[src/verilog/i2ce_map.svh]
// Contract
// RULE_01 - Master sends START, address, direction bit
// RULE_02 - Addressed slave drives acknowledge low
// RULE_03 - Direction bit picks master and slave roles
// RULE_04 - Address and data shifted MSB first
// RULE_05 - START and STOP are SDA edges, SCL high
// RULE_06 - Receiving slave acknowledges every written byte; as slave the engine does not acknowledge when its receive buffer is full
// RULE_07 - Master acknowledges read bytes except last
// RULE_08 - Master ends with STOP or repeated START
// RULE_09 - Each combined segment opens with START, address
// RULE_10 - Master places any 7-bit target address
// RULE_11 - Own slave address, default 40h, set once
// RULE_12 - Standard SCL period 8(1+N), high 4(1+N)
// RULE_13 - Fast SCL period 6(1+N), high 2(1+N)
// RULE_14 - SDA setup and hold 2(1+N) cycles
// RULE_15 - START hold 4(1+N), STOP setup 2(1+N)
// RULE_16 - Bus free 4(1+N) between STOP, START
// RULE_17 - Slave accepts SCL period 12, high 1
// RULE_18 - Slave output held 4 cycles after fall
// RULE_19 - Slave needs SDA valid one cycle past fall
// RULE_20 - Divide value accepts 1 to 255
// RULE_21 - Timing unit is one core clock cycle
// RULE_22 - Phase count 8 below 100 kHz, else 6
// RULE_23 - SCL open-drain as master, input as slave
// RULE_24 - Unmatched slave address ignored until START/STOP
// RULE_25 - Master flags missing acknowledge, sends STOP
`ifndef I2CE_MAP_SVH
`define I2CE_MAP_SVH
// Core clock period, ns
`define I2CE_CORE_PERIOD_NS 10
`define I2CE_OWN_ADDR_RST 7'h40
`define I2CE_N_MIN 8'h01
// Phase counts per SCL period
`define I2CE_PHASE_STD 4'h8
`define I2CE_PHASE_FAST 4'h6
// Ticks of (1+N) core cycles
`define I2CE_LO_TICKS 3'h4
`define I2CE_SETUP_TICKS 3'h2
`define I2CE_START_HOLD 3'h4
`define I2CE_STOP_SETUP 3'h2
`define I2CE_FREE_TICKS 3'h4
// Slave output hold, core cycles
`define I2CE_SLV_HOLD 3'h4
`define I2CE_LAST_BIT 4'h7
`define I2CE_ACK_BIT 4'h8
// Slave bit count at START; the START's own SCL fall wraps it to 0
`define I2CE_SB_START 4'hf
`define I2CE_IDLE_BYTE 8'hff
`define I2CE_BYTE_W 8
`define I2CE_FIFO_DEPTH 8
`endif

[src/verilog/i2ce_pkg.sv]
package i2ce_pkg;
	// Master sequencer states
	typedef enum logic [2:0] {
		M_IDLE, M_START, M_LO, M_HI, M_STOP, M_FREE, M_HOLD, M_RS
	} i2ce_mst_t;
	// Slave tracker states
	typedef enum logic [2:0] {
		S_IDLE, S_ADDR, S_RX, S_TX, S_IGN
	} i2ce_slv_t;
	// Whole engine state
	typedef struct packed {
		i2ce_mst_t st;
		logic [7:0] pre;
		logic [2:0] tk;
		logic [3:0] bitn;
		logic [7:0] sh;
		logic [7:0] len;
		logic rd;
		logic dat;
		logic stp;
		logic m_scl;
		logic m_sda;
		logic err;
		logic done;
		i2ce_slv_t sst;
		logic [3:0] sb;
		logic [7:0] ss;
		logic s_oe;
		logic s_want;
		logic [2:0] s_dly;
		logic sp;
		logic dp;
		logic [6:0] oa;
		logic oa_lock;
		logic sdet;
		logic pdet;
	} i2ce_state_t;
endpackage : i2ce_pkg

[src/verilog/i2ce_fifo_if.sv]
`timescale 1ns/10ps
interface i2ce_fifo_if #(parameter int W = 8);
	logic push_valid;
	logic push_ready;
	logic [W-1:0] push_data;
	logic pop_valid;
	logic pop_ready;
	logic [W-1:0] pop_data;
	// Producer side
	modport fill (output push_valid, push_data, input push_ready);
	// Consumer side
	modport drain (input pop_valid, pop_data, output pop_ready);
	// The buffer itself
	modport store (input push_valid, push_data, pop_ready,
		output push_ready, pop_valid, pop_data);
endinterface : i2ce_fifo_if

[src/verilog/i2ce_fifo.sv]
`timescale 1ns/10ps
`include "i2ce_map.svh"
module i2ce_fifo #(
	parameter int W = `I2CE_BYTE_W,
	parameter int DEPTH = `I2CE_FIFO_DEPTH
) (
	input wire logic clk,
	input wire logic rst_n,
	input wire logic clk_en,
	i2ce_fifo_if.store io
);
	import i2ce_pkg::*;
	// Pointers wrap freely, so DEPTH must be a power of two
	localparam int AW = $clog2(DEPTH);
	typedef struct packed {
		logic [DEPTH-1:0][W-1:0] mem;
		logic [AW-1:0] wp;
		logic [AW-1:0] rp;
		logic [AW:0] cnt;
	} i2ce_fifo_st_t;
	i2ce_fifo_st_t q, d;
	logic do_push;
	logic do_pop;
	// Frozen clock enable refuses both sides
	assign io.push_ready = clk_en && (q.cnt != (AW+1)'(DEPTH));
	assign io.pop_valid = clk_en && (q.cnt != '0);
	assign io.pop_data = q.mem[q.rp];
	assign do_push = io.push_valid && io.push_ready;
	assign do_pop = io.pop_valid && io.pop_ready;
	// Next state of storage and pointers
	always_comb begin
		d = q;
		if (do_push) begin
			d.mem[q.wp] = io.push_data;
			d.wp = q.wp + 1'b1;
		end
		if (do_pop) begin
			d.rp = q.rp + 1'b1;
		end
		d.cnt = q.cnt + (AW+1)'(do_push) - (AW+1)'(do_pop);
	end
	// State register
	always_ff @(posedge clk or negedge rst_n) begin
		if (!rst_n) begin
			q <= '0;
		end else if (clk_en) begin
			q <= d;
		end
	end
endmodule : i2ce_fifo

[src/verilog/i2ce_engine.sv]
`timescale 1ns/10ps
`include "i2ce_map.svh"
module i2ce_engine (
	input wire logic clk,
	input wire logic rst_n,
	input wire logic clk_en,
	input wire logic mode_master,
	input wire logic speed_std,
	input wire logic [7:0] divide_value,
	input wire logic own_addr_wr,
	input wire logic [6:0] own_addr_val,
	input wire logic cmd_valid,
	output logic cmd_ready,
	input wire logic [6:0] cmd_addr,
	input wire logic cmd_read,
	input wire logic [7:0] cmd_len,
	input wire logic cmd_stop,
	input wire logic tx_valid,
	output logic tx_ready,
	input wire logic [7:0] tx_data,
	output logic rx_valid,
	input wire logic rx_ready,
	output logic [7:0] rx_data,
	input wire logic scl_i,
	output logic scl_o,
	output logic scl_oe,
	input wire logic sda_i,
	output logic sda_o,
	output logic sda_oe,
	output logic busy,
	output logic nack_err,
	output logic xfer_done,
	output logic start_seen,
	output logic stop_seen
);
	import i2ce_pkg::*;

	// Reset image; bus lines assumed high at reset
	localparam i2ce_state_t RST = '{st: M_IDLE, sst: S_IDLE,
		oa: `I2CE_OWN_ADDR_RST, sp: 1'b1, dp: 1'b1, default: '0};

	i2ce_state_t q, d;
	logic tick; // One unit of (1+N) core cycles elapsed
	logic [2:0] tkn; // Tick count after this tick
	logic [7:0] nval; // Clamped divide value
	logic [2:0] hi; // High phase length in ticks
	logic stall; // Master waits on a stream
	logic rise, fall, sta, sto; // Slave-side bus events
	logic push_v; // Byte offered to receive buffer
	logic [7:0] push_d;
	logic push_ready;
	logic tx_take; // Transmit byte accepted this cycle
	logic m_nack; // Master saw no acknowledge
	logic cmd_go;

	i2ce_fifo_if #(.W(`I2CE_BYTE_W)) rxq ();

	// Received bytes wait here; a full buffer stalls the master
	i2ce_fifo #(.W(`I2CE_BYTE_W), .DEPTH(`I2CE_FIFO_DEPTH)) u_rxq (
		.clk(clk),
		.rst_n(rst_n),
		.clk_en(clk_en),
		.io(rxq.store)
	);
	assign rxq.push_valid = push_v && clk_en;
	assign rxq.push_data = push_d;
	assign push_ready = rxq.push_ready;
	assign rx_valid = rxq.pop_valid;
	assign rx_data = rxq.pop_data;
	assign rxq.pop_ready = rx_ready;

	// Commands only at idle, or while holding the bus for a restart
	assign cmd_ready = clk_en && mode_master && (q.st == M_IDLE ||
		(q.st == M_HOLD && !q.m_sda));
	assign cmd_go = cmd_valid && cmd_ready;
	assign tx_ready = clk_en && tx_take;

	// Pins are open-drain: only ever pull low
	assign scl_o = 1'b0;
	assign sda_o = 1'b0;
	assign scl_oe = q.m_scl; // [RULE_23]
	assign sda_oe = q.m_sda || q.s_oe; // [RULE_23]
	assign busy = (q.st != M_IDLE) || (q.sst != S_IDLE);
	assign nack_err = q.err;
	assign xfer_done = q.done;
	assign start_seen = q.sdet;
	assign stop_seen = q.pdet;

	// Next-state logic for master sequencer and slave tracker
	always_comb begin
		d = q;
		d.err = 1'b0;
		d.done = 1'b0;
		d.sdet = 1'b0;
		d.pdet = 1'b0;
		push_v = 1'b0;
		push_d = q.ss;
		tx_take = 1'b0;
		m_nack = 1'b0;
		// Zero is out of range, run it as the fastest legal
		nval = (divide_value < `I2CE_N_MIN) ? `I2CE_N_MIN :
			divide_value; // [RULE_20]
		// Low phase is always 4 ticks; high is the rest
		hi = 3'((speed_std ? `I2CE_PHASE_STD : `I2CE_PHASE_FAST) -
			4'(`I2CE_LO_TICKS)); // [RULE_22] [RULE_12] [RULE_13]
		tick = (q.pre == nval); // [RULE_21]
		tkn = q.tk + 3'h1;
		// Edges judged from last cycle's sample
		rise = scl_i && !q.sp; // [RULE_17]
		fall = !scl_i && q.sp;
		sta = scl_i && q.sp && q.dp && !sda_i; // [RULE_05]
		sto = scl_i && q.sp && !q.dp && sda_i; // [RULE_05]
		d.sp = scl_i;
		d.dp = sda_i;

		// Own address takes one write only, then locks
		if (own_addr_wr && !q.oa_lock) begin // [RULE_11]
			d.oa = own_addr_val;
			d.oa_lock = 1'b1;
		end

		// Hold SCL low while a stream is not ready
		stall = 1'b0;
		if (q.st == M_LO && tick && tkn == `I2CE_SETUP_TICKS) begin
			if (q.dat && !q.rd && q.bitn == 4'h0 && !tx_valid) begin
				stall = 1'b1;
			end
			if (q.dat && q.rd && q.bitn == `I2CE_ACK_BIT &&
				!push_ready) begin
				stall = 1'b1;
			end
		end
		// Unit prescaler; parks on its last count when stalled
		if (q.st != M_IDLE && !stall) begin
			if (tick) begin
				d.pre = '0;
				d.tk = tkn;
			end else begin
				d.pre = q.pre + 8'h01;
			end
		end

		case (q.st)
			M_HOLD: begin
				// Bus kept: SCL low, SDA let go
				if (tick && tkn == `I2CE_SETUP_TICKS) begin
					d.m_sda = 1'b0;
				end
			end
			M_START: begin
				if (tick && tkn == `I2CE_START_HOLD) begin // [RULE_15]
					d.m_scl = 1'b1;
					d.st = M_LO;
					d.tk = '0;
				end
			end
			M_RS: begin
				// Repeated START: raise SCL, then drop SDA
				if (tick && tkn == `I2CE_LO_TICKS) begin
					d.m_scl = 1'b0;
				end
				if (tick && tkn == `I2CE_LO_TICKS + `I2CE_SETUP_TICKS) begin
					d.m_sda = 1'b1; // [RULE_09]
					d.st = M_START;
					d.tk = '0;
				end
			end
			M_LO: begin
				// SDA moves mid-low: hold after fall, setup before rise
				if (tick && !stall && tkn == `I2CE_SETUP_TICKS) begin
					if (q.dat && !q.rd && q.bitn == 4'h0) begin
						d.sh = tx_data;
						tx_take = 1'b1;
						d.m_sda = !tx_data[7]; // [RULE_04] [RULE_14]
					end else if (q.bitn == `I2CE_ACK_BIT) begin
						// Acknowledge all reads but the last
						d.m_sda = q.dat && q.rd && q.len != 8'h01; // [RULE_07]
						if (q.dat && q.rd) begin
							push_v = 1'b1;
							push_d = q.sh;
						end
					end else if (q.dat && q.rd) begin
						d.m_sda = 1'b0; // [RULE_03]
					end else begin
						d.m_sda = !q.sh[7]; // [RULE_04] [RULE_14]
					end
				end
				if (tick && tkn == `I2CE_LO_TICKS) begin
					d.m_scl = 1'b0;
					d.st = M_HI;
					d.tk = '0;
				end
			end
			M_HI: begin
				// Sample at the end of high; no stretching honoured
				if (tick && tkn == hi) begin
					d.m_scl = 1'b1;
					d.st = M_LO;
					d.tk = '0;
					if (q.bitn != `I2CE_ACK_BIT) begin
						d.bitn = q.bitn + 4'h1;
						d.sh = {q.sh[6:0], q.dat && q.rd && sda_i}; // [RULE_04]
					end else begin
						d.bitn = '0;
						if (!(q.dat && q.rd) && sda_i) begin
							m_nack = 1'b1; // [RULE_25] [RULE_06]
							d.err = 1'b1;
							d.st = M_STOP;
						end else if (!q.dat && q.len == 8'h00) begin
							d.done = 1'b1;
							d.st = q.stp ? M_STOP : M_HOLD; // [RULE_08]
						end else begin
							d.dat = 1'b1; // [RULE_03]
							if (q.dat) begin
								d.len = q.len - 8'h01;
							end
							if (q.dat && q.len == 8'h01) begin
								d.done = 1'b1;
								d.st = q.stp ? M_STOP : M_HOLD; // [RULE_08]
							end
						end
					end
				end
			end
			M_STOP: begin
				// SDA low, SCL up, then SDA up while SCL high
				if (tick && tkn == `I2CE_SETUP_TICKS) begin
					d.m_sda = 1'b1;
				end
				if (tick && tkn == `I2CE_LO_TICKS) begin
					d.m_scl = 1'b0;
				end
				if (tick && tkn == `I2CE_LO_TICKS + `I2CE_STOP_SETUP) begin
					d.m_sda = 1'b0; // [RULE_05] [RULE_15]
					d.st = M_FREE;
					d.tk = '0;
				end
			end
			M_FREE: begin
				if (tick && tkn == `I2CE_FREE_TICKS) begin // [RULE_16]
					d.st = M_IDLE;
				end
			end
			M_IDLE: begin
				d.pre = '0;
			end
			default: begin
				d.st = M_IDLE;
			end
		endcase

		// New segment: START then address and direction
		if (cmd_go) begin
			d.sh = {cmd_addr, cmd_read}; // [RULE_01] [RULE_10]
			d.rd = cmd_read;
			d.len = cmd_len;
			d.stp = cmd_stop;
			d.dat = 1'b0;
			d.bitn = '0;
			d.tk = '0;
			d.pre = '0;
			d.m_sda = (q.st == M_IDLE); // [RULE_05]
			d.st = (q.st == M_IDLE) ? M_START : M_RS; // [RULE_09]
		end

		// Leaving master mode lets go of both lines
		if (!mode_master) begin
			d.st = M_IDLE;
			d.m_scl = 1'b0;
			d.m_sda = 1'b0;
		end

		// Slave tracker; SCL is never driven here
		if (!mode_master) begin
			if (q.s_dly != 3'h0) begin
				d.s_dly = q.s_dly - 3'h1;
				if (q.s_dly == 3'h1) begin
					d.s_oe = q.s_want; // [RULE_18]
				end
			end
			if (rise) begin
				if (q.sb != `I2CE_ACK_BIT && q.sst != S_TX) begin
					d.ss = {q.ss[6:0], sda_i}; // [RULE_04] [RULE_19]
				end
				// Master refused our byte: drop off the bus
				if (q.sb == `I2CE_ACK_BIT && q.sst == S_TX && sda_i) begin
					d.sst = S_IGN;
				end
			end
			if (fall) begin
				d.s_dly = `I2CE_SLV_HOLD - 3'h1; // [RULE_18]
				d.s_want = 1'b0;
				if (q.sb == `I2CE_LAST_BIT) begin
					d.sb = `I2CE_ACK_BIT;
					case (q.sst)
						S_ADDR: begin
							if (q.ss[7:1] == q.oa) begin
								d.s_want = 1'b1; // [RULE_02] [RULE_11]
								d.sst = q.ss[0] ? S_TX : S_RX; // [RULE_03]
							end else begin
								d.sst = S_IGN; // [RULE_24]
							end
						end
						S_RX: begin
							// Full buffer answers with no acknowledge
							if (push_ready) begin
								push_v = 1'b1;
								d.s_want = 1'b1; // [RULE_06]
							end
						end
						default: begin
							d.s_want = 1'b0;
						end
					endcase
				end else if (q.sb == `I2CE_ACK_BIT) begin
					d.sb = '0;
					if (q.sst == S_TX) begin
						// Empty stream sends all ones
						tx_take = 1'b1;
						d.ss = tx_valid ? tx_data : `I2CE_IDLE_BYTE;
						// Idle byte is all ones, so nothing is driven then
						d.s_want = tx_valid && !tx_data[7]; // [RULE_04]
					end
				end else begin
					d.sb = q.sb + 4'h1;
					if (q.sst == S_TX) begin
						d.ss = {q.ss[6:0], 1'b0};
						d.s_want = !q.ss[6]; // [RULE_04]
					end
				end
			end
			if (sta) begin
				d.sst = S_ADDR; // [RULE_09] [RULE_24]
				// The SCL fall that closes the START is not a bit
				d.sb = `I2CE_SB_START;
				d.s_oe = 1'b0;
				d.s_want = 1'b0;
				d.s_dly = '0;
				d.sdet = 1'b1;
			end
			if (sto) begin
				d.sst = S_IDLE; // [RULE_24]
				d.s_oe = 1'b0;
				d.s_want = 1'b0;
				d.s_dly = '0;
				d.pdet = 1'b1;
			end
		end else begin
			d.sst = S_IDLE;
			d.s_oe = 1'b0;
			d.s_dly = '0;
		end
	end

	// State register; clock enable freezes everything
	always_ff @(posedge clk or negedge rst_n) begin
		if (!rst_n) begin
			q <= RST;
		end else if (clk_en) begin
			q <= d;
		end
	end

	// Cycles since master SCL drive last changed; checks only
	int unsigned ph_cnt;
	always_ff @(posedge clk or negedge rst_n) begin
		if (!rst_n) begin
			ph_cnt <= 0;
		end else if (clk_en) begin
			ph_cnt <= (d.m_scl != q.m_scl) ? 0 : ph_cnt + 1;
		end
	end
endmodule : i2ce_engine

[config.mk]
export PLATFORM = sky130hd
export DESIGN_NAME = i2ce_engine
export DESIGN_NICKNAME = d
export VERILOG_FILES = /design/src/verilog/i2ce_pkg.sv /design/src/verilog/i2ce_fifo_if.sv /design/src/verilog/i2ce_fifo.sv /design/src/verilog/i2ce_engine.sv
export VERILOG_INCLUDE_DIRS = /design/src /design/src/verilog
export SDC_FILE = /design/constraint.sdc
export NUM_CORES = 1
export LEC_CHECK = 0
export ABC_CLOCK_PERIOD_IN_PS = 4100
export CAP_MARGIN = 30
export CORE_MARGIN = 1.5
export CORE_UTILIZATION = 50
export DETAILED_ROUTE_END_ITERATION = 10
export DONT_BUFFER_PORTS = 1
export HOLD_SLACK_MARGIN = 0.08
export SKIP_CTS_REPAIR_TIMING = 1
export SLEW_MARGIN = 0
export SYNTH_ARGS = -nofsm -noshare
export SYNTH_HDL_FRONTEND = slang
export SYNTH_HIERARCHICAL = 1
export SYNTH_SLANG_ARGS = --single-unit
export TNS_END_PERCENT = 10
[constraint.sdc]
create_clock -name clk -period 4.1 [get_ports clk]
set_input_delay 0.41 -clock clk [delete_from_list [all_inputs] [get_ports clk]]
set_output_delay 0.41 -clock clk [all_outputs]
set_load 0.005 [all_outputs]
-- Word-level counts from Yosys, hierarchy flattened
Cells that the tools add are included.
- bits in registers: 147
- output and inout bits: 20
- equality and inequality tests: 48
- multiplexer cells: 131
- bitwise gates (word level): 1
- reduce and logical (&&, ||, !) cells: 98
- magnitude comparators: 4
- add/sub/neg operators: 11
- operators with widths (operator ; count):
    two-way mux 8 bit ; 25
    two-way mux 3 bit ; 25
    bitwise mux 64 bit ; 1
    two-way mux 1 bit ; 54
    logical AND 1 bit ; 43
    two-way mux 37 bit ; 1
    != test 4 bit, second input constant ; 8
    binary-select mux 8 bit (select 3 bit) ; 1
    demux 8 bit (select 3 bit) ; 1
    two-way mux 23 bit ; 1
    equality test 3 bit, second input constant ; 6
    case mux 3 bit (6 select lines) ; 1
    AND reduction 6 bit ; 3
    nonzero test 3 bit ; 6
    two-way mux 4 bit ; 4
    != test 8 x 1 -> 1 bit, second input constant ; 2
    case mux 8 bit (2 select lines) ; 1
    equality test 3 x 2 -> 1 bit, second input constant ; 5
    zero test 1 bit ; 15
    two-way mux 15 bit ; 1
    AND reduction 2 bit ; 7
    two-way mux 12 bit ; 1
    two-way mux 2 bit ; 6
    != test 3 x 2 -> 1 bit, second input constant ; 4
    45 further kinds ; 71

-- Logic depth before layout (Yosys ltp)
- depth after elaboration: 21
- gate-level depth with buffers: 21

-- Cells and area by module
The synthesis kept the hierarchy.
- by module, submodules not included (module ; area each (um^2) ; sequential area each (um^2) ; cells an instance ; instances):
    i2ce_engine ; 5003.5 ; 1830.5 ; 555 ; 1
    i2ce_fifo ; 3613.5 ; 1851.8 ; 228 ; 1

-- Least setup slack after synthesis
No wires, ideal clock.
- kind: input -> register
- start point: input clk_en
- end point: register u_rxq/q[2] (netlist bit)
- setup slack: 0.393 ns
- path buffers: 2
- cell stages on the path: 17
- arrival: 3.570 ns
- required time: 3.963 ns
- library setup time: 0.137 ns
- path through: clkbuf_1 > clkinv_1 > nor2_1 > clkbuf_1 > nand2_1 > o21ai_0 > nand2_1 > nor2_1 > inv_1 > ha_1 > inv_1 > ha_1 > inv_1 > fa_1 > xnor2_1 > nand2_1 > o21ai_0
- longest elaborated chain between the ends: 19
- RTL lines (item ; RTL line ; text):
    start, declared ; i2ce_engine.sv:6 ; input wire logic clk_en,
    logical AND 1 bit ; i2ce_fifo.sv:25 ; assign io.push_ready = clk_en && (q.cnt != (AW+1)'(DEPTH));
    zero test 1 bit ; i2ce_engine.sv:129 ; !push_ready) begin
    logical AND 1 bit ; i2ce_engine.sv:128 ; if (q.dat && q.rd && q.bitn == `I2CE_ACK_BIT &&
    two-way mux 1 bit ; i2ce_engine.sv:128 ;
    two-way mux 1 bit ; i2ce_engine.sv:124 ; if (q.st == M_LO && tick && tkn == `I2CE_SETUP_TICKS) begin
    zero test 1 bit ; i2ce_engine.sv:170 ; if (tick && !stall && tkn == `I2CE_SETUP_TICKS) begin
    logical AND 1 bit ; i2ce_engine.sv:170 ;
    logical AND 1 bit (no line) ; n/a ;
    (+4 left out) ; n/a ;
    two-way mux 1 bit ; i2ce_engine.sv:293 ; if (q.sb == `I2CE_LAST_BIT) begin
    two-way mux 1 bit ; i2ce_engine.sv:290 ; if (fall) begin
    two-way mux 1 bit ; i2ce_engine.sv:274 ; if (!mode_master) begin
    logical AND 1 bit (*) ; i2ce_engine.sv:65 ; assign rxq.push_valid = push_v && clk_en;
    named net rxq.push_valid ; i2ce_fifo_if.sv:3 ; logic push_valid;
    logical AND 1 bit (*) ; i2ce_fifo.sv:28 ; assign do_push = io.push_valid && io.push_ready;
    adder 4 x 1 -> 4 bit (*) ; i2ce_fifo.sv:40 ; d.cnt = q.cnt + (AW+1)'(do_push) - (AW+1)'(do_pop);
    subtractor 4 x 1 -> 4 bit (*) ; i2ce_fifo.sv:40 ;
    end signal, assigned ; i2ce_fifo.sv:45 ; q <= '0;
    end signal, assigned ; i2ce_fifo.sv:47 ; q <= d;
    end, declared ; i2ce_fifo.sv:21 ; i2ce_fifo_st_t q, d;
The timed path passes the listed nets; every way through them passes the cells marked *.
A chain may end at the register's enable or synchronous reset.

==> impl_metrics.ini <==
[routing]
vias = 6333
via_per_inst = 6.29
drc = 0
drtAntennaViolNets = 0
post_drt_wl_per_cell_um = 21.2
drtIter0Drc = 383
wl_um = 21400
dr.pass1.iters = 5

[setup_path]
worstRegToRegCells = 18
crit_buf_inv = 3
cp_num_cells = 18
crit_fanout = 7
cp_slowest_cell = dfrtp_1
slowest_delay_ps = 440
crit_type = reg -> reg
startpoint_type = flop
cp-end-kind = flop
crit_family = adder cells
crit_chain = ha_1 > xnor2_2 > nand2_1 > nor3_1 > and3_1 > nand3_1 > o21ai_0 > nand2_1 > nor2_1 > inv_1 > ha_1 > inv_1 > ha_1 > inv_1 > fa_1 > xnor2_1 > nand2_1 > o21ai_0
critical_path_required_ps = 4410
cp.arrival_ps = 4040

[logic_synthesis]
synth_xor_xnor_area_share = 0.0232
yosys_warnings = 6
synth_compound_area_frac = 0.134
synth_top_area_share = 0.418
synth_simple_gate_area_frac = 0.158
synth_top_cells_by_area = dfrtp_1, mux2_2, mux4_2, ha_1, a21oi_1
ys_async_sr_fraction = 1.00
synth_edf_count = 0
synth_mux_area_frac = 0.185
synthCells = 783
synth_top_family_by_area = multiplexers
synth_fa_ha_area_frac = 0.0328
synth_commonest_cells = dfrtp_1, mux2_2, nand2_1
synth_most_common_cell = dfrtp_1
synth_seq_area_share = 0.427
netlist_area_sq_um = 8620
ys_types = 86
syn-mean-instance-area_sq_um = 11.0
synth_seq_cells = 147
yosys_most_used_dff = dfrtp_1
synth_top_area_cell = dfrtp_1

[clocking]
cts_tree = done
root_buffer = clkbuf_16
cts.sinks = 147
cts_buffers = 17
clkTransAtPathRegs_ps = 60
cts_buffer_depth = 2
clk_latency_ps = 430
ctsHtreeMaxLevel = 4

[sta]
hold_viol_final = 0
fin_tns_setup_ps = 0
fin_crit_sh = 0.908
worstMarginPinSlew_ps = 890
finalClockSkew_ps = 7.95
fmaxAchievable_ghz = 0.269
finalCriticalPeriod_ps = 3720
final_max_slew_viol_count = 0
finalSetupViolCount = 0
whs_ps = 76.6
relSlewSlack = 0.406
setup_ws_ps = 377
rsz0062_at_grt = no

[place]
routabilityCongestion = 0.898
pre_cts_ws_ps = 412
hpwlAfterDp_um = 15000
port-buffer-count = 0
placed_cells = 972
placed_area_sq_um = 8780

[global_routing]
use_met1 = 0.341
antenna_found_initial = 0
busiest_layer = met2
grt_max_degree = 148
grtUsageMet3 = 0.0620
grt_overflow = 0
grt_pass1_vias = 6449
use_met2 = 0.386
grt_use_total = 0.248
grt_pass1_wl_um = 34700

[finish]
area_delta_synth_final_pct = 9.71
final_layout_size_suffix_gt1_frac = 0.247
final_nets = 847
stdcell_area_sq_um = 9450
antenna_cells = 0
final_util = 0.566
final_cells = 1007

[pwr]
power_density_nw_per_um2 = 499
power.leakage_nw = 4.18
ir_worst_vdd_mv = 0.390
total_power_mw = 4.71

[min_path]
hold_depth = 2
hp-class = in -> reg

[floorplanning]
row_count = 47
ios = 71
die_h_um = 134
die_area_sq_um = 18000
fp.dieW_um = 134
start_util = 0.516
core_sq_um = 16700

[outcome]
status = finished clean

[run]
drv_cap = 0
==> worst paths after layout <==
kind	startpoint	to	slack, ps
hold reg to reg	q[2]	q[2]	470
hold / removal	cmd_stop	q[36]	80
max in group asynchronous	rst_n	q[37]	2800
min in group asynchronous	rst_n	q[62]	510
setup / recovery	q[59]	u_rxq/q[2]	380
setup reg to reg	q[59]	u_rxq/q[2]	380
==> report_power, final <==
| part | switching [mW] | total [mW] | leakage [nW] | internal [mW] |
|---|---|---|---|---|
| logic | 0.566 | 1.07 | 1.93 | 0.504 |
| registers | 0.324 | 1.97 | 1.95 | 1.65 |
| clock network | 0.638 | 1.67 | 0.297 | 1.04 |
| total | 1.53 | 4.71 | 4.18 | 3.19 |
==> cell type report <==
class	instances	area, sq um
repair buffers	13	123
multi-input cells	559	4610
inverters	36	135
flip-flops and latches	147	3680
clock inverters	12	179
well taps	220	275
clock buffers	20	447
fillers	1479	7250
==> cell usage in the layout (no fill, tap or decap), types with 4 or more instances in the layout <==
cell / netlist / final
o22a_1: 5 / 5
and3_1: 9 / 9
a41oi_1: 6 / 6
xor2_1: 16 / 16
nor2_1: 40 / 40
a31oi_1: 8 / 8
o211ai_1: 4 / 4
mux2i_1: 5 / 5
nor2b_1: 5 / 5
or3_1: 8 / 8
mux4_2: 16 / 16
a221o_1: 11 / 11
o21a_1: 6 / 6
a21oi_1: 37 / 37
nor3b_1: 8 / 7
nand2_1: 47 / 47
mux2_2: 103 / 103
and3b_1: 4 / 4
buf_4: 5 / 10
o31ai_1: 5 / 5
and2_1: 4 / 4
dfrtp_1: 144 / 144
nand3b_1: 6 / 6
nand2b_1: 11 / 11
nor3_1: 21 / 21
nor3_4: 6 / 6
a22o_1: 13 / 13
nand4_1: 5 / 5
inv_1: 35 / 35
nor4_1: 6 / 6
nand3_1: 21 / 21
bufinv_16: 0 / 4
o21ai_0: 30 / 30
ha_1: 21 / 21
o22ai_1: 6 / 6
xnor2_1: 5 / 5
clkbuf_16: 0 / 17
==> logic make-up after synthesis <==
group                    after synthesis
AO/OA/AOI/OAI                        161
XOR/XNOR                              22
buffers and inverters                 78
multiplexers                         126
AND/OR/NAND/NOR                      226
flip-flops                           147
other                                  1
adder cells (fa/ha/maj)               22
==> worst register-to-register path, stage by stage (launching register included) <==
cell and delay (ps):
dfrtp_1 440, ha_1 310, xnor2_2 370, nand2_1 140, nor3_1 260, and3_1 190, nand3_1 70, o21ai_0 140
nand2_1 130, nor2_1 220, inv_1 80, ha_1 280, inv_1 60, ha_1 160, inv_1 60, fa_1 410
xnor2_1 140, nand2_1 60, o21ai_0 80
==> state kept, by name, summed over array words and instances (netlist names) <==
name	count
stop_seen	1
start_seen	1
xfer_done	1
scl_oe	1
nack_err	1
u_rxq/q	74
q	68
==> metal layers <==
metal | part of all wire | routed length (um)
met4 | 0.018 | 383
met2 | 0.47 | 10000
met1 | 0.45 | 9720
met5 | 0 | 0
met3 | 0.060 | 1290
Note: power is estimated with default switching activity, not from simulation.
